## src/logic/fcr_pkg.sv

```systemverilog
// Package for the flash clock ratio and option flags block.
// Assumes a byte-wide register port on the 100 MHz bus clock.
`default_nettype none
package fcr_pkg;
	// Register indices on the plain register port
	localparam logic [3:0] FCR_ADDR_RATIO   = 4'h0;
	localparam logic [3:0] FCR_ADDR_OPTIONS = 4'h1;
	localparam logic [3:0] FCR_ADDR_STATUS  = 4'h2;
	localparam logic [3:0] FCR_ADDR_KEYCTL  = 4'h3;
	localparam logic [3:0] FCR_ADDR_KEYDATA = 4'h4;
	// Clock ratio fields
	localparam int FCR_RATIO_WRITTEN_BIT = 7;
	localparam int FCR_PRESCALE_BIT      = 6;
	localparam int FCR_DIV_MSB           = 5;
	localparam logic [7:0] FCR_RATIO_RESET = 8'h00;
	// Option fields
	localparam int FCR_KEY_EN_BIT   = 7;
	localparam int FCR_NORED_BIT    = 6;
	localparam logic [1:0] FCR_UNSECURED_CODE = 2'h2;
	localparam logic [7:0] FCR_OPT_RESET = 8'h00;
	// Status fields
	localparam int FCR_STAT_ACCERR_BIT = 0;
	localparam int FCR_STAT_SECURE_BIT = 1;
	localparam int FCR_STAT_KEYOK_BIT  = 2;
	// Key control
	localparam int FCR_KEYCTL_ACC_BIT  = 0;
	localparam logic [2:0] FCR_KEY_LAST = 3'h7;
	localparam logic [3:0] FCR_KEY_BYTES = 4'h8;
	// Prescale ratio
	localparam logic [2:0] FCR_PRESCALE_LAST = 3'h7;
	// Pulse time limits in ns and cycles at 100 MHz
	localparam int FCR_CLK_PERIOD_NS = 10;
	localparam int FCR_PULSE_MIN_NS  = 5000;
	localparam int FCR_PULSE_MAX_NS  = 6700;
	localparam int FCR_PULSE_MIN_CYC = (FCR_PULSE_MIN_NS + FCR_CLK_PERIOD_NS - 1)
		/ FCR_CLK_PERIOD_NS;
	localparam int FCR_PULSE_MAX_CYC = FCR_PULSE_MAX_NS / FCR_CLK_PERIOD_NS;
	// Reset-time loader states
	typedef enum logic [2:0] {
		FCR_ST_LOAD = 3'h1,
		FCR_ST_RUN  = 3'h2,
		FCR_ST_IDLE = 3'h4
	} fcr_state_e;
endpackage
`default_nettype wire

```

## src/logic/fcr_flash_ctrl.sv

```systemverilog
// Flash clock ratio register, option flags, security and backdoor key.
// Assumes nonvolatile bytes and key are presented stably from flash.
//
// Decided for this implementation: the plain strobed port and the placing of the registers.
`default_nettype none
module fcr_flash_ctrl
	import fcr_pkg::*;
(
	// Clock and reset
	input  wire logic       clock_in,
	input  wire logic       reset_in,
	// Register port
	input  wire logic [3:0] reg_addr_in,
	input  wire logic [7:0] reg_wdata_in,
	input  wire logic       reg_write_in,
	input  wire logic       reg_read_in,
	input  wire logic       reg_from_debug_in,
	output logic      [7:0] reg_rdata_out,
	// Nonvolatile contents
	input  wire logic [7:0] nonvolatile_options_byte_in,
	input  wire logic [63:0] backdoor_compare_key_in,
	// Sequencer side
	input  wire logic       pe_request_in,
	input  wire logic       blank_check_ok_in,
	output logic            pe_accept_out,
	output logic            flash_clock_pulse_out,
	// Security input and outputs
	input  wire logic       access_unsecured_in,
	output logic            access_block_out,
	output logic            secure_out,
	output logic            vector_redirect_disable_out
);
	logic [7:0]  nvm_clock_ratio_ff;
	logic [7:0]  flash_option_flags_ff;
	logic        access_error_flag_ff;
	logic        key_access_ff;
	logic [2:0]  key_index_ff;
	logic        key_mismatch_ff;
	logic        key_ok_ff;
	logic [2:0]  prescale_ff;
	logic [5:0]  divide_ff;
	logic        pulse_ff;
	logic [7:0]  rdata_ff;
	fcr_state_e  state_ff;
	fcr_state_e  nxt_state;
	logic        wr_ratio;
	logic        wr_keyctl;
	logic        wr_keydata;
	logic        wr_status;
	logic        prescale_tick;
	logic        ratio_written;
	logic        secure;
	logic        key_done;
	logic        key_start;
	logic [9:0]  gap_cnt_ff;
	logic        gap_seen_ff;

	function automatic logic [7:0] key_byte(input logic [63:0] key, input logic [2:0] idx);
		key_byte = key[{idx, 3'h0} +: 8];
	endfunction

	// Expected cycles between flash clock pulses
	function automatic logic [9:0] flash_period(input logic [7:0] ratio);
		logic [9:0] base;
		base = {4'h0, ratio[FCR_DIV_MSB:0]} + 10'h001;
		flash_period = ratio[FCR_PRESCALE_BIT] ? {base[6:0], 3'h0} : base;
	endfunction

	assign wr_ratio      = reg_write_in && (reg_addr_in == FCR_ADDR_RATIO);
	assign wr_keyctl     = reg_write_in && (reg_addr_in == FCR_ADDR_KEYCTL);
	assign wr_status     = reg_write_in && (reg_addr_in == FCR_ADDR_STATUS);
	assign wr_keydata    = reg_write_in && (reg_addr_in == FCR_ADDR_KEYDATA)
		&& key_access_ff && !reg_from_debug_in;
	assign ratio_written = nvm_clock_ratio_ff[FCR_RATIO_WRITTEN_BIT];

	// Reset-time loader
	always_comb begin
		case (state_ff)
			FCR_ST_LOAD: nxt_state = FCR_ST_RUN;
			FCR_ST_RUN:  nxt_state = FCR_ST_RUN;
			default:     nxt_state = FCR_ST_LOAD;
		endcase
	end

	always_ff @(posedge clock_in) begin
		if (reset_in) begin
			state_ff <= FCR_ST_IDLE;
		end else begin
			state_ff <= nxt_state;
		end
	end

	always_ff @(posedge clock_in) begin
		if (reset_in) begin
			nvm_clock_ratio_ff <= FCR_RATIO_RESET;
		end else if (wr_ratio && !ratio_written) begin
			nvm_clock_ratio_ff <= {1'b1, reg_wdata_in[FCR_PRESCALE_BIT:0]};
		end
	end

	always_ff @(posedge clock_in) begin
		if (reset_in) begin
			prescale_ff <= 3'h0;
		end else begin
			prescale_ff <= prescale_ff + 3'h1;
		end
	end
	assign prescale_tick = nvm_clock_ratio_ff[FCR_PRESCALE_BIT] ?
		(prescale_ff == FCR_PRESCALE_LAST) : 1'b1;

	always_ff @(posedge clock_in) begin
		if (reset_in || !ratio_written) begin
			divide_ff <= 6'h00;
			pulse_ff  <= 1'b0;
		end else if (prescale_tick) begin
			if (divide_ff == nvm_clock_ratio_ff[FCR_DIV_MSB:0]) begin
				divide_ff <= 6'h00;
				pulse_ff  <= 1'b1;
			end else begin
				divide_ff <= divide_ff + 6'h01;
				pulse_ff  <= 1'b0;
			end
		end else begin
			pulse_ff <= 1'b0;
		end
	end
	assign flash_clock_pulse_out = pulse_ff;

	assign pe_accept_out = pe_request_in && ratio_written;

	always_ff @(posedge clock_in) begin
		if (reset_in) begin
			access_error_flag_ff <= 1'b0;
		end else if (pe_request_in && !ratio_written) begin
			access_error_flag_ff <= 1'b1;
		end else if (wr_status && reg_wdata_in[FCR_STAT_ACCERR_BIT]) begin
			access_error_flag_ff <= 1'b0;
		end
	end

	// Key entry control
	always_ff @(posedge clock_in) begin
		if (reset_in) begin
			key_access_ff <= 1'b0;
		end else if (wr_keyctl && !reg_from_debug_in) begin
			key_access_ff <= reg_wdata_in[FCR_KEYCTL_ACC_BIT];
		end
	end
	assign key_done  = wr_keyctl && key_access_ff && !reg_from_debug_in
		&& !reg_wdata_in[FCR_KEYCTL_ACC_BIT];
	assign key_start = wr_keyctl && !reg_from_debug_in && reg_wdata_in[FCR_KEYCTL_ACC_BIT];

	always_ff @(posedge clock_in) begin
		if (reset_in || key_start) begin
			key_index_ff    <= 3'h0;
			key_mismatch_ff <= 1'b0;
			key_ok_ff       <= 1'b0;
		end else if (wr_keydata) begin
			key_index_ff <= key_index_ff + 3'h1;
			if (reg_wdata_in != key_byte(backdoor_compare_key_in, key_index_ff)) begin
				key_mismatch_ff <= 1'b1;
			end
			if (key_index_ff == FCR_KEY_LAST) begin
				key_ok_ff <= 1'b1;
			end
		end else if (key_done) begin
			key_ok_ff <= 1'b0;
		end
	end

	always_ff @(posedge clock_in) begin
		if (reset_in) begin
			flash_option_flags_ff <= FCR_OPT_RESET;
		end else if (state_ff == FCR_ST_LOAD) begin
			flash_option_flags_ff <= nonvolatile_options_byte_in;
		end else if (blank_check_ok_in) begin
			flash_option_flags_ff[1:0] <= FCR_UNSECURED_CODE;
		end else if (key_done && key_ok_ff && !key_mismatch_ff
			&& flash_option_flags_ff[FCR_KEY_EN_BIT]) begin
			flash_option_flags_ff[1:0] <= FCR_UNSECURED_CODE;
		end
	end

	assign secure = (flash_option_flags_ff[1:0] != FCR_UNSECURED_CODE);
	assign secure_out = secure;
	assign access_block_out = secure && access_unsecured_in;
	assign vector_redirect_disable_out = flash_option_flags_ff[FCR_NORED_BIT];

	always_ff @(posedge clock_in) begin
		if (reset_in) begin
			rdata_ff <= 8'h00;
		end else if (reg_read_in) begin
			case (reg_addr_in)
				FCR_ADDR_RATIO:   rdata_ff <= nvm_clock_ratio_ff;
				FCR_ADDR_OPTIONS: rdata_ff <= flash_option_flags_ff;
				FCR_ADDR_STATUS:  rdata_ff <= {5'h00, key_ok_ff && !key_mismatch_ff,
					secure, access_error_flag_ff};
				FCR_ADDR_KEYCTL:  rdata_ff <= {7'h00, key_access_ff};
				default:          rdata_ff <= 8'h00;
			endcase
		end else begin
			rdata_ff <= 8'h00;
		end
	end
	assign reg_rdata_out = rdata_ff;

	// Check helper: cycles since last flash clock pulse
	always_ff @(posedge clock_in) begin
		if (reset_in || !ratio_written) begin
			gap_cnt_ff  <= 10'h000;
			gap_seen_ff <= 1'b0;
		end else if (pulse_ff) begin
			gap_cnt_ff  <= 10'h001;
			gap_seen_ff <= 1'b1;
		end else begin
			gap_cnt_ff  <= gap_cnt_ff + 10'h001;
		end
	end
endmodule
`default_nettype wire

```

## config.mk

```make
export PLATFORM = sky130hd
export DESIGN_NAME = fcr_flash_ctrl
export DESIGN_NICKNAME = d
export VERILOG_FILES = /design/src/logic/fcr_pkg.sv /design/src/logic/fcr_flash_ctrl.sv
export SDC_FILE = /design/constraint.sdc
export NUM_CORES = 1
export LEC_CHECK = 0
export ABC_CLOCK_PERIOD_IN_PS = 4400
export BUFFER_PORTS_ARGS = -buffer_cell sky130_fd_sc_hd__clkbuf_2
export CAP_MARGIN = 10
export CORE_ASPECT_RATIO = 0.7
export CORE_MARGIN = 3
export CORE_UTILIZATION = 23
export DETAILED_ROUTE_END_ITERATION = 10
export GPL_ROUTABILITY_DRIVEN = 0
export PLACE_DENSITY = 0.48
export SYNTH_ARGS = -nofsm -noshare
export SYNTH_HDL_FRONTEND = slang
export SYNTH_SLANG_ARGS = --single-unit
```

## constraint.sdc

```tcl
create_clock -name clock_in -period 4.4 [get_ports clock_in]
set_input_delay 1.1 -clock clock_in [delete_from_list [all_inputs] [get_ports clock_in]]
set_output_delay 1.1 -clock clock_in [all_outputs]
set_load 0.1 [all_outputs]
```

Yosys cells after proc, flatten, opt, wreduce, memory -nomap -nowiden
Index checks and enable logic that the tools add are counted.
Storage, ports and cells
  memories: 0
  latch bits: 0
  register bits: 44
  output and inout bits: 13
  bits of input ports: 92
  bits in read-only memories: 0
  memory bits (writable): 0
Operators by class
  multipliers: 0
  divide/modulo/power cells: 0
  shift operators: 1
  multiplexer cells: 13
  reductions and logical operators: 35
  equality and inequality tests: 12
  order comparisons: 0
  bitwise gates (word level): 2
  add/subtract/negate cells: 3
Operator list (number)
  64-bit by 7-bit indexed part select with 8-bit output: 1
  8-bit one-hot mux with 4 select lines: 1
  1-bit logical AND: 20
  4-bit by 2-bit == test with 1-bit output (second input constant): 2
  2-bit 2-to-1 mux: 4
  8-bit != test: 1
  1-bit 2-to-1 mux: 7
  3-bit by 1-bit adder with 3-bit output (second input constant): 2
  6-bit by 1-bit adder with 6-bit output (second input constant): 1
  3-bit == test (second input constant): 2
  6-bit == test: 1
  6-bit 2-to-1 mux: 1
  2-bit OR reduction: 3
  4-bit by 1-bit == test with 1-bit output (second input constant): 1
  4-bit by 3-bit == test with 1-bit output (second input constant): 1
  1-bit logical NOT: 4
  4-bit logical NOT: 1
  2-bit AND reduction: 2
  2-bit nonzero test: 2
  3-bit by 1-bit == test with 1-bit output (second input constant): 1
  3-bit by 2-bit == test with 1-bit output (second input constant): 1
  3-bit nonzero test: 1
  1-bit logical OR: 2
  2-bit by 1-bit != test with 1-bit output (second input constant): 1
  2 further kinds: 3

Logic depth before layout (Yosys ltp)
Gate-level depths: netlist of run 1.
  depth after elaboration: 11
  gate-level depth with buffers: 8

Worst setup path before layout of run 1
OpenSTA, ideal clock, no wires.
  path type: reg-to-output
  start: reg flash_option_flags_ff[0]
  end: out access_block_out
  arrival: 1988 ps
  stages on the path, launching flop included: 3
  path slack: 1312 ps
  cells stage by stage: dfxtp_1 nand2b_1 and2_1
Between the ends
  cells in the longest elaborated chain, start to end: 2
Ends and longest elaborated chain
  start, declared: line fcr_flash_ctrl.sv:34  | logic [7:0] flash_option_flags_ff;
  start signal, assigned: line fcr_flash_ctrl.sv:175  | flash_option_flags_ff <= nonvolatile_options_byte_in;
  2-bit != test: line fcr_flash_ctrl.sv:184  | assign secure = (flash_option_flags_ff[1:0] != FCR_UNSECURED_CODE);
  via secure_out: line fcr_flash_ctrl.sv:30  | output logic secure_out,
  1-bit logical AND: line fcr_flash_ctrl.sv:186  | assign access_block_out = secure && access_unsecured_in;
  end, declared: line fcr_flash_ctrl.sv:29  | output logic access_block_out,
The timed path passes the listed nets, and every way through them passes these cells.

Worst setup path in the final report of run 1
  start: in pe_request_in
  end: out pe_accept_out
Between the ends
  cells in the longest elaborated chain, start to end: 1
Ends and longest elaborated chain
  start, declared: line fcr_flash_ctrl.sv:23  | input wire logic pe_request_in,
  1-bit logical AND: line fcr_flash_ctrl.sv:129  | assign pe_accept_out = pe_request_in && ratio_written;
  end, declared: line fcr_flash_ctrl.sv:25  | output logic pe_accept_out,
No other way between the ends.

==> results of run 1 <==
[path summary, 6_finish.rpt]
kind              slack, ns              end  cells past startpoint
setup / recovery       1.56    pe_accept_out                      3
hold / removal         0.42   prescale_ff[0]                      1
setup reg to reg       1.99  key_mismatch_ff                      6
hold reg to reg        0.42   prescale_ff[0]                      1
[kinds of logic (layout without fill, tap and decap cells)]
group	count (synthesis)	after routing
buffers and inverters	19	119
DFF	44	44
muxes	52	52
AOI/OAI and AO/OA	22	22
adders and majority gates	5	5
and+or+nand+nor	80	80
xor gates and xnor gates	18	18
[per-layer routing]
metal	vias up	GRT usage	routed length [um]
li1	1061	-	-
met1	919	0.1610	3212
met2	100	0.1685	2664
met3	2	0.03842	735
met4	0	0.01836	19
met5	-	0	0
[flip-flops by register name, indices dropped and copies added (netlist names)]
| signal | flops |
|---|---|
| flash_clock_pulse_out | 1 |
| reg_rdata_out | 8 |
| key_index_ff | 3 |
| flash_option_flags_ff | 8 |
| key_ok_ff | 1 |
| state_ff | 3 |
| access_error_flag_ff | 1 |
| nvm_clock_ratio_ff | 8 |
| divide_ff | 6 |
| key_mismatch_ff | 1 |
| prescale_ff | 3 |
| key_access_ff | 1 |
[metrics by stage]
stage | hold slack, ns | power [mW] | setup WS, ns | util | area [um2]
floorplan | 0.3992 | 0.4969 | 1.312 | - | 2425
global placement | 0.4076 | 0.5534 | 1.553 | 0.3033 | 3028
detailed placement | 0.4196 | 0.5546 | 1.491 | 0.3033 | 3028
CTS | 0.4283 | 0.9243 | 1.551 | 0.3179 | 3174
global route | 0.4374 | 0.9537 | 1.530 | 0.3179 | 3174
finish | 0.4222 | 0.9107 | 1.557 | 0.3179 | 3174
[Yosys cell counts (5+ instances only)]
| library cell | number | share of area |
|---|---|---|
| sky130_fd_sc_hd__dfxtp_1 | 44 | 0.36 |
| sky130_fd_sc_hd__xor2_1 | 11 | 0.040 |
| sky130_fd_sc_hd__o22ai_1 | 5 | 0.013 |
| sky130_fd_sc_hd__nand4_1 | 5 | 0.013 |
| sky130_fd_sc_hd__ha_1 | 5 | 0.026 |
| sky130_fd_sc_hd__nor2_1 | 37 | 0.057 |
| sky130_fd_sc_hd__mux2_2 | 8 | 0.037 |
| sky130_fd_sc_hd__nor2b_1 | 6 | 0.015 |
| sky130_fd_sc_hd__clkbuf_1 | 5 | 0.0077 |
| sky130_fd_sc_hd__xnor2_1 | 7 | 0.025 |
| sky130_fd_sc_hd__mux4_2 | 9 | 0.084 |
| sky130_fd_sc_hd__mux2i_1 | 35 | 0.14 |
| sky130_fd_sc_hd__nand2b_1 | 8 | 0.021 |
| sky130_fd_sc_hd__inv_1 | 5 | 0.0077 |
[power by group]
group | internal, mW | switching, mW
combinational | 0.0625 | 0.0665
clock | 0.226 | 0.140
sequential | 0.409 | 0.00679
total | 0.698 | 0.213
[cell type report]
type                    instances  area share
clock buffers                   8     0.04612
inverters                       5    0.005913
multi-input cells             177      0.4513
flip-flops and latches         44      0.2775
well taps                     128     0.05045
repair buffers                106      0.1687
==> flow_summary.yaml, run 1 <==
worst_setup_path:
  ordered_cell_list_for_the_critical_path: "clkbuf_2 -> and2_1 -> clkbuf_2"
  worstSetupStartpointType: "input pin"
  worstPathMaxFanout: 2
  slowest_stage: "sky130_fd_sc_hd__clkbuf_2"
  cp-startpoint: "pe_request_in"
  path_common_cell: "sky130_fd_sc_hd__clkbuf_2"
  path_delay_family: "buffers and inverters"
  reg2reg_from: "key_index_ff[0]"
  cp_data_required_time_ns: 3.30
  setup.worst_path.end_class: "output port"
  cp_arrival_ns: 1.74
  critPathMaxStageDelay_ns: 0.45
  worst-path-buf-inv: 2
  critPathKind: "input pin to output port"
logic_synthesis:
  synth_top_family_by_area: "multiplexers"
  synth.ff_latch_count: 44
  sequential_share_of_the_synthesized_area: 0.3633
  synth_xor_xnor_area_share: 0.06502
  synth_simple_gate_area_share: 0.1734
  synth-edff-count: 0
  postSynthCellCount: 240
  synthAdderAreaFrac: 0.02580
  async_reset_ff_frac: 0
  post_synthesis_mux_area_share: 0.2652
  yosys_cell_types: 41
  postSynthNetCount: 337
  post_synth_instance_area_um2: 2425
  synthesis.yosys.warnings: 0
  synth-main-ff-cell: "sky130_fd_sc_hd__dfxtp_1"
  syn_area_per_cell_um2: 10.10
  synth_compound_gate_area_share: 0.06140
worst_hold_path:
  min-delay-path-class: "register to register"
  timing.hold.worst.start: "prescale_ff[0]"
finish:
  mostFrequentLayoutCell: "sky130_fd_sc_hd__clkbuf_2"
  finalNonFillerCells: 468
  n_fill_cell: 1061
  drive_above_1_share: 0.3882
  nets: 436
  insertedDiodeCount: 0
  layout.cells.most_common_list: "104 x sky130_fd_sc_hd__clkbuf_2, 44 x sky130_fd_sc_hd__dfxtp_1, 37 x sky130_fd_sc_hd__nor2_1"
  synthToLayoutAreaGrowth_pct: 30.91
  multiInputGateArea_um2: 1433
  area.sequential_um2: 880.8
floorplan:
  top_level_ports: 105
  placementRows: 30
  design.core.area_um2: 9985
  die_y_um: 91.91
  die_width_um: 128.7
  floorplan.die_area_um2: 11830
  effective_utilization_at_floorplan: 0.2429
detailed_routing:
  vias: 2082
  wl_um: 6631
  detail_route.wl_per_cell_um: 14.17
  routed_via_density: 4.449
  drcViolationCount: 0
  ant_nets: 0
  drt_pass1_iterations: 4
  drt_first_iter_violations: 87
cts:
  holdBufCountCts: 0
  path_clk_slew_ns: 0.06
  ctsLongestPathBuffers: 2
  cts_root_buffer: "sky130_fd_sc_hd__clkbuf_16"
  tritoncts: "yes"
  cts_max_level: 2
  clock_sinks: 44
  worstSkewPairLatency_ns: 0.28
  setup_fix_bufs_post_cts: 0
  num_cts_buffers: 5
  post_cts_resize_count: 0
global_routing:
  grt_use_total: 0.1133
  largest_net_degree_at_the_start_of_global_routing: 29
  globalRoute.totalOverflow: 0
  grt_pass1_vias: 2145
  first_pass_grt_wire_length_um: 10740
  antenna_found_initial: 0
power:
  power-per-cell-area_nw_per_um2: 286.9
  p_leak_nw: 1.359
  worst_vdd_rail_ir_drop_mv: 0.1278
place:
  post-place-cells: 460
  io_buffers: 104
  hpwl_um: 5604
sta:
  tightest_slew_ns: 1.069
  achievable-frequency_mhz: 351.8
  worst_clock_skew_ns: 0.005467
  setup_total_negative_slack_ns: 0
  setup_viol: 0
  grt_setup_unrepaired: "false"
  timing.final.crit_period_ns: 2.843
  timing.final.hold_violations: 0
  maxSlewHeadroom: 0.2807
  layout_worst_path_cycle_share: 0.6460
  finalMaxSlewViolations: 0
status:
  run_status: "finished, final reports clean"
run:
  timing.max_cap.violations: 0
Power figures use the tool's default switching activity.
==> run 2: changes to the inputs <==
Settings changed: ABC_CLOCK_PERIOD_IN_PS 4400 to 2400, PLACE_DENSITY 0.48 to 0.49.
Clock period 4.4 ns to 2.4 ns, I/O delays scaled along.
==> run 2 against run 1 <==
Register-to-register slack lost 1.7 ns; clock skew shrank 0.0031 ns; sequential power increased by 83%; critical path depth is 4 higher; combinational power increased by 88%; global-route usage increased by 0.11 points; largest cell class unchanged.
==> flow_summary.yaml, run 2 (synthesized netlist as in run 1, its figures left out) <==
status:
  run_status: "finished, final reports clean"
place:
  placement.setup.worst_slack_ns: 0.1685
  io_buffers: 104
  placedInstanceArea_um2: 3102
  hpwl_um: 5675
floorplan:
  die_y_um: 91.91
  design.core.area_um2: 9985
  die_width_um: 128.7
  floorplan.die_area_um2: 11830
  top_level_ports: 105
  effective_utilization_at_floorplan: 0.2429
  placementRows: 30
sta:
  setup_viol: 0
  finalMaxSlewViolations: 0
  timing.final.hold_violations: 0
  achievable-frequency_mhz: 479.2
  setup_total_negative_slack_ns: 0
  tightest_slew_ns: 0.5469
  maxSlewHeadroom: 0.6370
  setup_ws_ns: 0.3132
  timing.final.crit_period_ns: 2.087
  grt_setup_unrepaired: "false"
  layout_worst_path_cycle_share: 0.8695
  worst_clock_skew_ns: 0.002382
cts:
  ctsLongestPathBuffers: 2
  num_cts_buffers: 5
  cts_root_buffer: "sky130_fd_sc_hd__clkbuf_16"
  path_clk_slew_ns: 0.06
  tritoncts: "yes"
  post_cts_resize_count: 0
  holdBufCountCts: 0
  clock_sinks: 44
  worstSkewPairLatency_ns: 0.28
  setup_fix_bufs_post_cts: 0
  cts_max_level: 2
worst_setup_path:
  ordered_cell_list_for_the_critical_path: "buf_12 -> mux4_2 -> mux2i_1 -> xor2_1 -> nand4_1 -> nor4_2 -> o22ai_1"
  endpoint: "key_mismatch_ff"
  critical_path_depth: 7
  setup.worst_path.end_class: "register"
  worstSetupStartpointType: "register"
  rr_worst_depth: 7
  path_delay_family: "multiplexers"
  reg2reg_from: "key_index_ff[0]"
  cp_arrival_ns: 2.25
  rrSetupSlack_ns: 0.31
  reg2reg_to: "key_mismatch_ff"
  critPathMaxStageDelay_ns: 0.52
  worst-path-buf-inv: 1
  cp-startpoint: "key_index_ff[0]"
  worstPathMaxFanout: 26
  critPathKind: "register to register"
  cp_data_required_time_ns: 2.56
  slowest_stage: "sky130_fd_sc_hd__mux4_2"
detailed_routing:
  top_signal_layer_used: "met4"
  detailroute.wirelength.met2_um: 2742
  drt_pass1_iterations: 4
  routed_via_density: 4.496
  drt_first_iter_violations: 69
  ant_nets: 0
  wl_um: 6714
  vias: 2140
  met3_length_um: 636
  wirelength_met1_um: 3285
  detail_route.wl_per_cell_um: 14.11
  drcViolationCount: 0
finish:
  finalInstanceArea_um2: 3251
  utilization: 0.3256
  insertedDiodeCount: 0
  mostFrequentLayoutCell: "sky130_fd_sc_hd__clkbuf_2"
  synthToLayoutAreaGrowth_pct: 34.06
  nets: 444
  drive_above_1_share: 0.4109
  layout.cells.most_common_list: "104 x sky130_fd_sc_hd__clkbuf_2, 44 x sky130_fd_sc_hd__dfxtp_1, 37 x sky130_fd_sc_hd__nor2_1"
worst_hold_path:
  min-delay-path-class: "register to register"
global_routing:
  largest_net_degree_at_the_start_of_global_routing: 27
  grt_pass1_vias: 2141
  grt_use_total: 0.1144
  antenna_found_initial: 0
  first_pass_grt_wire_length_um: 10680
  globalRoute.totalOverflow: 0
power:
  p_total_mw: 1.693
  p_leak_nw: 1.409
  worst_vdd_rail_ir_drop_mv: 0.2740
  power-per-cell-area_nw_per_um2: 520.8
run:
  timing.max_cap.violations: 0
[run 2: cell count changes in the layout (fill, tap and decap cells not counted), sizes merged]
| cell | before | now |
|---|---|---|
| clkbuf | 112 | 110 |
| buf | 2 | 10 |
| clkinv | 0 | 2 |
[run 2: worst min-delay path by stage]
stage / from / end / slack [ns] / cells past startpoint
2_1_floorplan: prescale_ff[0] / prescale_ff[0] / 0.40 / 1
3_3_place_gp: prescale_ff[0] / prescale_ff[0] / 0.41 / 1
3_5_place_dp: prescale_ff[0] / prescale_ff[0] / 0.42 / 1
4_1_cts: prescale_ff[0] / prescale_ff[0] / 0.43 / 1
5_1_grt: prescale_ff[0] / prescale_ff[0] / 0.47 / 1
6_report: prescale_ff[0] / prescale_ff[0] / 0.42 / 1
[run 2: cell type report]
class,instances,area (um2)
clock buffer,6,138.9
sequential,44,880.8
tap,128,160.2
timing repair buffer,114,608.1
fill,1074,6734
inverter,5,18.77
multi-input combinational,177,1434
clock inverter,2,10.01
[run 2: where the power goes]
group	internal, mW	total [mW]	switching [mW]
logic	0.119	0.243	0.124
clock network	0.410	0.689	0.278
registers	0.749	0.761	0.0118
total	1.28	1.69	0.414
[run 2: routing by layer]
metal	vias up	track usage
li1	1077	-
met1	964	0.1620
met2	93	0.1677
met3	6	0.03783
met4	0	0.02622
met5	-	0
[run 2: stage by stage]
step,hold slack [ns],std cells
2_1_floorplan,0.3992,240
3_3_place_gp,0.4086,468
3_5_place_dp,0.4155,468
4_1_cts,0.4256,476
5_1_grt,0.4705,476
6_report,0.4220,476
